$ cat config.mk
export PLATFORM = sky130hd
export DESIGN_NAME = tss_top
export DESIGN_NICKNAME = d
export VERILOG_FILES = /design/src/hdl/tss_sync.v /design/src/hdl/tss_fifo.v /design/src/hdl/tss_top.v
export VERILOG_INCLUDE_DIRS = /design/src /design/src/hdl
export SDC_FILE = /design/constraint.sdc
export NUM_CORES = 1
export LEC_CHECK = 0
export BUFFER_PORTS_ARGS = -buffer_cell sky130_fd_sc_hd__clkbuf_2
export CORE_MARGIN = 3
export CORE_UTILIZATION = 60
export CTS_CLUSTER_SIZE = 30
export DETAILED_ROUTE_END_ITERATION = 10
export GPL_TIMING_DRIVEN = 1
export PLACE_DENSITY_LB_ADDON = 0.3
export SETUP_SLACK_MARGIN = 0.2
export SLEW_MARGIN = 20
export SYNTH_ARGS = -nofsm -noshare
export SYNTH_HDL_FRONTEND = slang
export SYNTH_HIERARCHICAL = 1
export SYNTH_SLANG_ARGS = --single-unit
$ cat constraint.sdc
create_clock -name sys_clk -period 4 [get_ports sys_clk]
set_input_delay 0.4 -clock sys_clk [delete_from_list [all_inputs] [get_ports sys_clk]]
set_output_delay 0.4 -clock sys_clk [all_outputs]
set_load 0.1 [all_outputs]
$ cat src/hdl/tss_map.vh
`ifndef TSS_MAP_VH
`define TSS_MAP_VH

// Serial frame layout
`define TSS_TX_BITS        6'd16
`define TSS_ACCESS_BITS    6'd32
`define TSS_RX_BITS        4'd8
`define TSS_TEMP_BITS      14

// Mode codes captured in the receive phase
`define TSS_CODE_CONT      8'h00
`define TSS_CODE_SHUTDOWN  8'hff

// Transmitted words; identity value is arbitrary, low two bits stay ones
`define TSS_ID_WORD        16'h5a53
`define TSS_INVALID_WORD   16'h0003
`define TSS_PAD_BITS       2'b11

// Reset values
`define TSS_RST_SHUTDOWN   1'b0
`define TSS_RST_WORD       16'hffff

// Conversion timing
`define TSS_CONV_TIME_MS   200
`define TSS_CLK_KHZ        125000

`endif

$ cat src/hdl/tss_sync.v
`timescale 1ns/1ps
// Three-stage input synchroniser; output follows once stages two and three agree
module tss_sync #(
    parameter RST_VAL = 1'b0
) (
    input  wire sys_clk,
    input  wire reset,
    input  wire asyncIn,
    output reg  syncOut
);
    reg stage1_q;    // Metastability catcher, read only by stage2
    reg stage2_q;    // Second stage
    reg stage3_q;    // Third stage

    // Shift chain and agreement filter
    always @(posedge sys_clk) begin
        if (reset) begin
            stage1_q <= RST_VAL;
            stage2_q <= RST_VAL;
            stage3_q <= RST_VAL;
            syncOut  <= RST_VAL;
        end else begin
            stage1_q <= asyncIn;
            stage2_q <= stage1_q;
            stage3_q <= stage2_q;
            // Only a settled level is passed on
            if (stage2_q == stage3_q) begin
                syncOut <= stage3_q;
            end
        end
    end
endmodule

$ cat src/hdl/tss_fifo.v
`timescale 1ns/1ps
// Small synchronous FIFO with valid/ready on both sides
module tss_fifo #(
    parameter WIDTH = 14,
    parameter DEPTH = 8,
    parameter AW    = 3
) (
    input  wire             sys_clk,
    input  wire             reset,
    input  wire [WIDTH-1:0] inData,
    input  wire             inValid,
    output wire             inReady,
    output reg  [WIDTH-1:0] outData,
    output wire             outValid,
    input  wire             outReady
);
    reg [WIDTH-1:0] mem [0:DEPTH-1];   // Storage array
    reg [AW-1:0]    wrPtr_q;           // Write index
    reg [AW-1:0]    rdPtr_q;           // Read index
    reg [AW:0]      count_q;           // Fill level

    wire doPush;
    wire doPop;

    assign inReady  = (count_q != DEPTH[AW:0]);
    assign outValid = (count_q != {(AW+1){1'b0}});
    assign doPush   = inValid && inReady;
    assign doPop    = outValid && outReady;

    // Read data is the head entry, shown without a register stage
    always @* begin
        outData = mem[rdPtr_q];
    end

    // Pointers and level; wraps rely on DEPTH being a power of two
    always @(posedge sys_clk) begin
        if (reset) begin
            wrPtr_q <= {AW{1'b0}};
            rdPtr_q <= {AW{1'b0}};
            count_q <= {(AW+1){1'b0}};
        end else begin
            if (doPush) begin
                mem[wrPtr_q] <= inData;
                wrPtr_q      <= wrPtr_q + 1'b1;
            end
            if (doPop) begin
                rdPtr_q <= rdPtr_q + 1'b1;
            end
            if (doPush && !doPop) begin
                count_q <= count_q + 1'b1;
            end else if (doPop && !doPush) begin
                count_q <= count_q - 1'b1;
            end
        end
    end
endmodule

$ cat src/hdl/tss_top.v
`timescale 1ns/1ps
`include "tss_map.vh"

// Overview of operation
// - Reset brings continuous conversion mode up
// - Invalid word sent until first conversion done
// - Power-up reset restores default register state
// - Reads never abort a running conversion
// - After read, load latest result, restart conversion (code: read end starts no conversion; the loop restarts on its own)
// - Result load waits for chip select high
// - Drive on falling, sample on rising edge
// - Access is 16 transmit plus 16 receive
// - Data line released while chip select high
// - First bit driven as chip select falls
// - Early chip select rise ends access cleanly
// - Receive phase after 16 clocks, max 32
// - Receive bits shift into eight-bit register
// - All ones shutdown, all zeros continuous
// - Only last eight bits decide mode
// - 14-bit temperature in bits 15..2, ones below
// - Most significant bit shifted out first
// - Shutdown sends identity word, port active
module tss_top #(
    parameter CONV_CYCLES = `TSS_CONV_TIME_MS * `TSS_CLK_KHZ,
    parameter CNT_W       = 25,
    parameter FIFO_DEPTH  = 8,
    parameter FIFO_AW     = 3
) (
    input  wire                      sys_clk,
    input  wire                      reset,
    input  wire                      chipSelectN,
    input  wire                      serialClockIn,
    input  wire                      dataIn,
    output wire                      dataOut,
    output wire                      dataOe,
    input  wire [`TSS_TEMP_BITS-1:0] tempCode,
    output wire                      convActive,
    output wire                      shutdownMode
);
    // Sequencer states
    localparam CONV_IDLE = 2'd0;
    localparam CONV_RUN  = 2'd1;
    localparam CONV_PUSH = 2'd2;

    // Timing budget: each pin is seen four cycles after it moves and a
    // shifted bit reaches the pin one cycle later. A host clock period of
    // a dozen system clocks or more keeps every new bit settled before the
    // next rising edge; a faster host would read each bit one period late.
    // Glitch-free sampling from an unrelated clock was worth that limit.

    // Synchronised pins
    wire csN;                        // Chip select, active low, settled
    wire sclk;                       // Serial clock, settled
    wire sdi;                        // Incoming data, settled

    reg  csN_q;                      // Previous chip select for edges
    reg  sclk_q;                     // Previous serial clock for edges
    wire csFall;                     // Select seen going low
    wire csRise;                     // Select seen going high
    wire sclkRise;                   // Serial clock rose while selected
    wire sclkFall;                   // Serial clock fell while selected

    // Phase decode from the edge counters
    wire txPhase;                    // Still shifting the result word out
    wire rxPhase;                    // Sixteen rising edges already seen
    wire modeLoad;                   // Deselect after a whole code byte

    // Serial engine state
    reg  [15:0] txShift_q;           // Outgoing word
    reg  [5:0]  riseCnt_q;           // Rising edges since select
    reg  [5:0]  fallCnt_q;           // Falling edges since select
    reg  [7:0]  rxByte_q;            // Last eight received bits
    reg  [3:0]  rxCnt_q;             // Received bits, saturating at eight
    reg         shutdown_q;          // Mode flag
    reg         resultValid_q;       // First conversion finished
    reg  [`TSS_TEMP_BITS-1:0] result_q;  // Latest completed result

    // Conversion sequencer state
    reg  [1:0]       convState_q;
    reg  [1:0]       convState_d;
    reg  [CNT_W-1:0] convTimer_q;
    reg  [`TSS_TEMP_BITS-1:0] sample_q;  // Code captured at end of conversion
    reg              restartReq_q;       // Read finished, restart pending

    // FIFO between converter and result register
    wire                      fifoInReady;
    wire                      fifoOutValid;
    wire [`TSS_TEMP_BITS-1:0] fifoOutData;
    wire                      fifoPush;
    wire                      fifoPop;
    wire [15:0]               loadWord;

    // Pin synchronisers; chip select starts at its idle high level so
    // that reset cannot fake a select
    tss_sync #(.RST_VAL(1'b1)) uSyncCs (
        .sys_clk (sys_clk),
        .reset   (reset),
        .asyncIn (chipSelectN),
        .syncOut (csN)
    );

    tss_sync #(.RST_VAL(1'b0)) uSyncClk (
        .sys_clk (sys_clk),
        .reset   (reset),
        .asyncIn (serialClockIn),
        .syncOut (sclk)
    );

    tss_sync #(.RST_VAL(1'b0)) uSyncData (
        .sys_clk (sys_clk),
        .reset   (reset),
        .asyncIn (dataIn),
        .syncOut (sdi)
    );

    // The FIFO decouples conversions from reads: results pile up while the
    // host holds select and drain into the result register afterwards
    tss_fifo #(
        .WIDTH (`TSS_TEMP_BITS),
        .DEPTH (FIFO_DEPTH),
        .AW    (FIFO_AW)
    ) uFifo (
        .sys_clk  (sys_clk),
        .reset    (reset),
        .inData   (sample_q),
        .inValid  (fifoPush),
        .inReady  (fifoInReady),
        .outData  (fifoOutData),
        .outValid (fifoOutValid),
        .outReady (fifoPop)
    );

    // Edge detection on settled pins
    // Reset values equal the idle pin levels, so no false edge follows reset
    always @(posedge sys_clk) begin
        if (reset) begin
            csN_q  <= 1'b1;
            sclk_q <= 1'b0;
        end else begin
            csN_q  <= csN;
            sclk_q <= sclk;
        end
    end

    assign csFall   = csN_q && !csN;
    assign csRise   = !csN_q && csN;
    assign sclkRise = !csN && !sclk_q && sclk;
    assign sclkFall = !csN && sclk_q && !sclk;

    // Transmit phase lasts until the sixteenth falling edge
    assign txPhase  = (fallCnt_q < `TSS_TX_BITS);
    // Receive phase opens once sixteen clock periods have passed
    assign rxPhase  = (riseCnt_q >= `TSS_TX_BITS);
    // A code counts only at deselect and only after a whole byte
    assign modeLoad = csRise && (rxCnt_q == `TSS_RX_BITS);

    // Word picked at select: identity in shutdown, else result with pad ones
    assign loadWord = shutdown_q ? `TSS_ID_WORD :
                      resultValid_q ? {result_q, `TSS_PAD_BITS} :
                      `TSS_INVALID_WORD;

    // Drive only while selected and still in the transmit phase; the pin is
    // released a few cycles after deselect because select is synchronised
    assign dataOe  = !csN && txPhase;
    // The top bit of the shifter stands on the pin, most significant first
    assign dataOut = txShift_q[15];

    // Serial shift engine and phase counters
    always @(posedge sys_clk) begin
        if (reset) begin
            txShift_q <= `TSS_RST_WORD;
            riseCnt_q <= 6'd0;
            fallCnt_q <= 6'd0;
            rxByte_q  <= 8'h00;
            rxCnt_q   <= 4'd0;
        end else if (csN) begin
            // Deselected: counters cleared, so a truncated access leaves no trace
            riseCnt_q <= 6'd0;
            fallCnt_q <= 6'd0;
            rxCnt_q   <= 4'd0;
            // The word follows mode and result every cycle, so the first
            // bit already stands when select is seen
            txShift_q <= loadWord;
        end else begin
            if (csFall) begin
                // Hold the preloaded word rather than reload it: a result
                // popped on the last deselected cycle must not swap the word
                // under a pin that is already driven
                txShift_q <= txShift_q;
            end else if (sclkFall && fallCnt_q < `TSS_ACCESS_BITS) begin
                txShift_q <= {txShift_q[14:0], 1'b1};
                fallCnt_q <= fallCnt_q + 6'd1;
            end
            if (sclkRise && riseCnt_q < `TSS_ACCESS_BITS) begin
                riseCnt_q <= riseCnt_q + 6'd1;
                // Receive phase starts after sixteen periods
                if (rxPhase) begin
                    rxByte_q <= {rxByte_q[6:0], sdi};
                    // Saturating: only whether a whole byte came in matters
                    if (rxCnt_q < `TSS_RX_BITS) begin
                        rxCnt_q <= rxCnt_q + 4'd1;
                    end
                end
            end
        end
    end

    // Mode update at end of access; partial bytes are ignored
    always @(posedge sys_clk) begin
        if (reset) begin
            shutdown_q <= `TSS_RST_SHUTDOWN;
        end else if (modeLoad) begin
            // Any other byte leaves the mode alone, so an undefined code
            // cannot push the block into a state nobody can name
            if (rxByte_q == `TSS_CODE_SHUTDOWN) begin
                shutdown_q <= 1'b1;
            end else if (rxByte_q == `TSS_CODE_CONT) begin
                shutdown_q <= 1'b0;
            end
        end
    end

    assign shutdownMode = shutdown_q;

    // Result register: filled from the FIFO only while deselected.
    // The FIFO hands out its oldest code first; a few deselected cycles
    // drain it, so the newest code is the one that stays.
    assign fifoPop = fifoOutValid && csN && !csRise;
    always @(posedge sys_clk) begin
        if (reset) begin
            result_q      <= {`TSS_TEMP_BITS{1'b0}};
            resultValid_q <= 1'b0;
        end else if (fifoPop) begin
            result_q      <= fifoOutData;
            resultValid_q <= 1'b1;
        end
    end

    // A finished read asks for a fresh conversion once idle
    always @(posedge sys_clk) begin
        if (reset) begin
            restartReq_q <= 1'b0;
        end else if (csRise) begin
            restartReq_q <= 1'b1;
        end else if (convState_q == CONV_IDLE) begin
            restartReq_q <= 1'b0;
        end
    end

    // Conversion sequencer next state; reads do not touch a running one
    always @* begin
        convState_d = convState_q;
        case (convState_q)
            CONV_IDLE: begin
                // Shutdown suspends new conversions. In continuous mode the
                // loop restarts on its own, so the read-end request adds no
                // extra start there and can never wake a sleeping converter
                if (!shutdown_q || (restartReq_q && !shutdown_q)) begin
                    convState_d = CONV_RUN;
                end
            end
            CONV_RUN: begin
                if (convTimer_q == CONV_CYCLES[CNT_W-1:0] - 1'b1) begin
                    convState_d = CONV_PUSH;
                end
            end
            CONV_PUSH: begin
                // A full FIFO stalls the converter here. A host that keeps
                // select low for many conversions thus freezes the newest
                // code at the ninth result, until it deselects.
                if (fifoInReady) begin
                    convState_d = CONV_IDLE;
                end
            end
            default: begin
                convState_d = CONV_IDLE;
            end
        endcase
    end

    assign fifoPush   = (convState_q == CONV_PUSH);
    assign convActive = (convState_q == CONV_RUN);

    // Sequencer registers and conversion timer
    always @(posedge sys_clk) begin
        if (reset) begin
            convState_q <= CONV_IDLE;
            convTimer_q <= {CNT_W{1'b0}};
            sample_q    <= {`TSS_TEMP_BITS{1'b0}};
        end else begin
            convState_q <= convState_d;
            if (convState_q == CONV_RUN) begin
                convTimer_q <= convTimer_q + 1'b1;
                if (convState_d == CONV_PUSH) begin
                    // Code taken in the last cycle of the conversion
                    sample_q <= tempCode;
                end
            end else begin
                convTimer_q <= {CNT_W{1'b0}};
            end
        end
    end
endmodule

======== Yosys cells after proc, flatten, opt, wreduce, memory -nomap -nowiden ========
Memory sizes are Yosys's and may differ from the RTL's. A register that Yosys moved wholly into a read port is not among the register bits.
Cells that the tools add are included.
W data, S select, Z words.
cells by class
  add/subtract/negate cells ............... 8
  magnitude comparators ................... 5
  equal/unequal tests ..................... 11
  mux-type cells .......................... 18
  bitwise operators ....................... 3
  reductions and logical operators ........ 41
operators with widths
  cell                     count
  $mux W16                 5
  $add A25 B1 Y25 const B  1
  $eq A25 B25 Y1 const B   1
  $logic_and A1 B1 Y1      17
  $add A6 B1 Y6 const B    2
  $lt A6 B6 Y1 const B     2
  $add A4 B1 Y4 const B    2
  $eq A8 B8 Y1 const B     1
  $logic_not A1 Y1         8
  $logic_not A8 Y1         1
  $mux W4                  2
  $reduce_and A2 Y1        4
  $reduce_bool A2 Y1       4
  $mux W1                  7
  $add A3 B1 Y3 const B    2
  $ge A6 B5 Y1 const B     1
  $lt A6 B5 Y1 const B     1
  $mux W2                  3
  $pmux W2 S3              1
  $reduce_and A3 Y1        2
  $eq A2 B2 Y1 const B     2
  $eq A4 B4 Y1 const B     1
  $lt A4 B4 Y1 const B     1
  $ne A4 B4 Y1 const B     1
  other kinds (9)          14
storage, ports and cells
  flip-flop bits (word level) ............. 108
  memory bits (writable) .................. 112
  input port bits ......................... 19
  output and inout bits ................... 4
  memories kept ........................... 1
memory list
  memory     words  bits a word  rd ports  clocked after memory_dff  wr ports  RTL line       RTL
  uFifo.mem  8      14           1         1                         1         tss_fifo.v:17  reg [WIDTH-1:0] mem [0:DEPTH-1];

======== Logic depth before layout (Yosys ltp) ========
  depth after elaboration ................. 8
  depth in mapped cells ................... 12

======== Modules after synthesis ========
The synthesis kept the hierarchy.
modules (own cells, without submodules)
  module                    instances  cells an instance  area each (µm²)  seq. area each (µm²)
  tss_fifo                  1          236                4,942.2          3,623.5
  tss_top                   1          491                4,215.3          1,941.9
  tss_sync at uSyncClk ...  2          10                 112.6            80.1
  tss_sync at uSyncCs       1          10                 115.1            80.1

======== Least setup slack after synthesis ========
No wires, ideal clock.
  path kind ............................... register to output
  from .................................... register uSyncCs.syncOut
  to ...................................... output dataOe
  data arrival time ....................... 2.667 ns
  data required time ...................... 3.600 ns
  path slack .............................. 0.933 ns
  cell stages (with the launch flop) ...... 4
  path through ............................ dfxtp_1 buf_6 clkbuf_1 nor3_1
on the way
  cells in the longest elaborated chain, start to end .. 2
ends and longest elaborated chain
  item                    RTL line       RTL
  start, declared         tss_sync.v:9   output reg syncOut
  start signal, assigned  tss_sync.v:28  syncOut <= stage3_q;
  $logic_not A1 Y1        tss_top.v:164  assign dataOe = !csN && txPhase;
  $logic_and A1 B1 Y1     tss_top.v:164
  end, declared           tss_top.v:35   output wire dataOe,
No other way between the ends.

======== Final worst setup path ========
  from .................................... register csN_q
  to ...................................... register uFifo.count_q[3]
on the way
  cells in the longest elaborated chain, start to end .. 8
ends and longest elaborated chain
  item                                           RTL line       RTL
  start, declared                                tss_top.v:56   reg csN_q;
  start signal, assigned                         tss_top.v:140  csN_q <= csN;
  $logic_not A1 Y1 *                             tss_top.v:146  assign csRise = !csN_q && csN;
  $logic_and A1 B1 Y1 *                          tss_top.v:146
  $logic_not A1 Y1 *                             tss_top.v:228  assign fifoPop = fifoOutValid && csN && !csRise;
  $logic_and A1 B1 Y1 *                          tss_top.v:228
  $logic_and A1 B1 Y1 *                          tss_fifo.v:28  assign doPop = outValid && outReady;
  $logic_not A1 Y1                               tss_fifo.v:49  if (doPush && !doPop) begin
  $logic_and A1 B1 Y1                            tss_fifo.v:49
  $mux W4 or $reduce_bool A2 Y1 (tied branches)  --
  end signal, assigned                           tss_fifo.v:40  count_q <= {(AW+1){1'b0}};
  end signal, assigned                           tss_fifo.v:50  count_q <= count_q + 1'b1;
  end signal, assigned                           tss_fifo.v:52  count_q <= count_q - 1'b1;
  end, declared                                  tss_fifo.v:20  reg [AW:0] count_q;
Mark *: on every way between the ends. The rest lies on a longest branch, timed or not.
A chain may end at the register's enable or synchronous reset.

==> flow_summary.ini <==
[cts]
clk_pin_slew_ns = 0.06
cts_resized = 0
clock_path_buffers = 3
clock_latency_ns = 0.53
cts_setup_buffers = 0
root_buffer = clkbuf_16
cts_max_level = 1
cts_tree = built
cts.sinks = 234
ctsHoldBuffers = 0
numCtsBuffers = 24

[critical_path]
start_kind = flop
worstPathRequired_ns = 4.40
end_kind = flop
crit_slowest_cell = dfxtp_1
critical_path.max_stage_delay_ns = 0.82
path_cells = nand3_1 -> buf_4 -> inv_1 -> nand2_1 -> ha_1 -> inv_1 -> ha_1 -> a21oi_1 -> a211oi_1 -> a31oi_1 -> mux2_2
critPathKind = flop to flop
cp_max_fo = 21
cp.arrival_ns = 3.83
rr_worst_depth = 11

[die]
fp.dieArea_sq_mm = 0.0174
rows = 45
core_sq_mm = 0.0154
die_w_um = 132
initial_core_util_pct = 61.8
die_h_um = 132
io_pins = 23

[sta]
maxSlewViolCount = 0
fin_worst_skew_ns = 0.0175
timing.hold.ws_ns = 0.0741
fmax_mhz = 292
final-setup-viol-count = 0
worst_pin_slew_ns = 0.890
rsz0062_at_grt = no
hold_viol_final = 0
tns_ns = 0
layout_min_cycle_time_ns = 3.43
slew_headroom_pct = 40.6
period_share_pct = 85.7

[global_route]
grt_pass1_wl_mm = 31.0
track_usage_pct = 22.0
grt_pass1_vias = 6100
grt_max_degree = 63
antenna_found_initial = 0
gr-total-overflow = 0

[logic_synthesis]
netlist_area_sq_mm = 0.00950
syn_avg_cell_area_sq_um = 12.5
synth_cells = 757
synth-edff-count = 112
synth_cell_types = 60
syn_nets = 787
yosys_warnings = 6
ys_seq_elements = 234
synthFlopType = dfxtp_1
synth_seq_area_share_pct = 61.1
synthArstFlopShare_pct = 0

[hold_path]
hold_depth = 2
hp-class = primary input to flop

[place]
port_buffers = 22
gp_congestion = 0.826
dp_hpwl_mm = 11.2
dp.cells = 960

[detailed_routing]
detail-route-antenna-nets = 0
avgRoutedWirePerCell_um = 18.8
routed_wl_mm = 18.9
drc = 0
num_vias = 6091
routed_via_density = 6.08
drt-initial-drc-count = 514
first_pass_iters = 5

[power_and_ir_drop]
power_density_mw_per_mm2 = 462
peakVddDrop_mv = 0.456
power_leakage_nw = 3.60

[cells_and_area]
stdcell_count = 1001
drive_gt1_share_pct = 13.4
num_antenna_cells = 0
fin_nets = 805
area_growth_pct = 11.8
fill_cells = 1066

[status]
outcome = completed

[flow_run]
drv_cap = 0
-- per-stage QoR --
| stage | total power, mW | area, sq um | utilization [%] | worst slack [ns] |
|---|---|---|---|---|
| after detailed placement | 2.62 | 9790 | 63.7 | 0.630 |
| final | 4.90 | 10600 | 69.1 | 0.571 |
| after global routing | 5.04 | 10600 | 69.1 | 0.253 |
| after floorplan | 2.59 | 9500 | - | 0.933 |
| after CTS | 4.93 | 10600 | 69.1 | 0.613 |
| after global placement | 2.61 | 9790 | 63.7 | 0.761 |
-- routing by layer --
layer	up-vias	global-route usage (%)	wire, um
met1	2996	29.0	8060
li1	2878	-	-
met5	-	0	0
met2	178	37.4	9370
met4	0	7.12	464
met3	39	3.74	978
-- kinds of logic after synthesis --
family / synth area share [%]
compound gates: 8.13
fa+ha+maj: 1.53
xor+xnor: 2.77
simple gates: 14.1
flops: 61.1
buf+inv: 2.61
mux: 9.72
-- flip-flops by register name (all words and copies together) (netlist names), 6 cells and up, named ones only --
name,cells
txShift_q,14
rxByte_q,8
sample_q,14
convTimer_q,25
uFifo/mem,112
result_q,14
fallCnt_q,6
riseCnt_q,6
-- worst max-delay path: cells and delay by family, from the launching register on --
family | cells | cell delay, ns
flops | 1 | 0.82
buf+inv | 3 | 0.72
fa+ha+maj | 2 | 0.56
compound gates | 3 | 0.49
simple gates | 2 | 0.38
mux | 1 | 0.35
-- layout by cell type (no fill, tap or decap), types with 4 or more instances in the layout --
| cell | instances |
|---|---|
| xnor2_1 | 15 |
| and3_1 | 6 |
| o21bai_1 | 9 |
| or3_1 | 4 |
| inv_1 | 8 |
| a21o_1 | 6 |
| o21ai_0 | 19 |
| clkinv_2 | 4 |
| a211o_1 | 6 |
| nor2b_1 | 10 |
| nand4_1 | 27 |
| edfxtp_1 | 112 |
| o21a_1 | 6 |
| a2bb2oi_1 | 7 |
| buf_4 | 14 |
| a31oi_1 | 4 |
| and4_1 | 8 |
| nor3_1 | 9 |
| clkbuf_16 | 24 |
| nor2_1 | 62 |
| mux4_1 | 25 |
| bufinv_16 | 5 |
| clkbuf_2 | 22 |
| nand2_1 | 63 |
| ha_1 | 10 |
| nor4_1 | 6 |
| nand3_1 | 26 |
| dfxtp_1 | 122 |
| xor2_1 | 15 |
| mux2_2 | 15 |
| a21oi_1 | 61 |
-- synth_stat cells (all sizes together), types with 10 or more instances --
| master | number | share of area, % |
|---|---|---|
| mux2 | 15 | 1.8 |
| nor2 | 64 | 2.6 |
| buf | 14 | 1.1 |
| xor2 | 15 | 1.4 |
| ha | 10 | 1.3 |
| edfxtp | 112 | 35 |
| nor3 | 12 | 0.63 |
| dfxtp | 122 | 26 |
| nand2 | 64 | 2.6 |
| clkbuf | 30 | 1.2 |
| nand4 | 27 | 1.8 |
| xnor2 | 15 | 1.4 |
| mux4 | 28 | 7.6 |
| nand3 | 26 | 1.4 |
| nor2b | 10 | 0.66 |
| a21oi | 61 | 3.2 |
| o21ai | 21 | 1.1 |
-- report_power, final --
group          internal, mW  leakage, nW  total, mW  switching, mW
Clock                  1.44        0.406       2.34          0.903
Sequential             2.50         2.03       2.51        0.00746
Combinational        0.0193         1.17     0.0574         0.0381
Total                  3.95         3.60       4.90          0.948
-- area by class of cell --
type / count / area, sq um / area share, %
Clock inverter: 15 / 214 / 2.01
Multi-Input combinational cell: 471 / 3470 / 32.7
Inverter: 8 / 30.0 / 0.283
Timing Repair Buffer: 36 / 215 / 2.03
Tap cell: 211 / 264 / 2.49
Clock buffer: 26 / 618 / 5.82
Sequential cell: 234 / 5810 / 54.7
-- final timing paths --
kind                         start          endpoint  slack, ns
setup / recovery             csN_q  uFifo/count_q[3]       0.57
hold / removal         chipSelectN  uSyncCs/stage1_q       0.07
setup reg to reg             csN_q  uFifo/count_q[3]       0.57
hold reg to reg   uSyncCs/stage1_q  uSyncCs/stage2_q       0.42
Power figures use the tool's default switching activity.
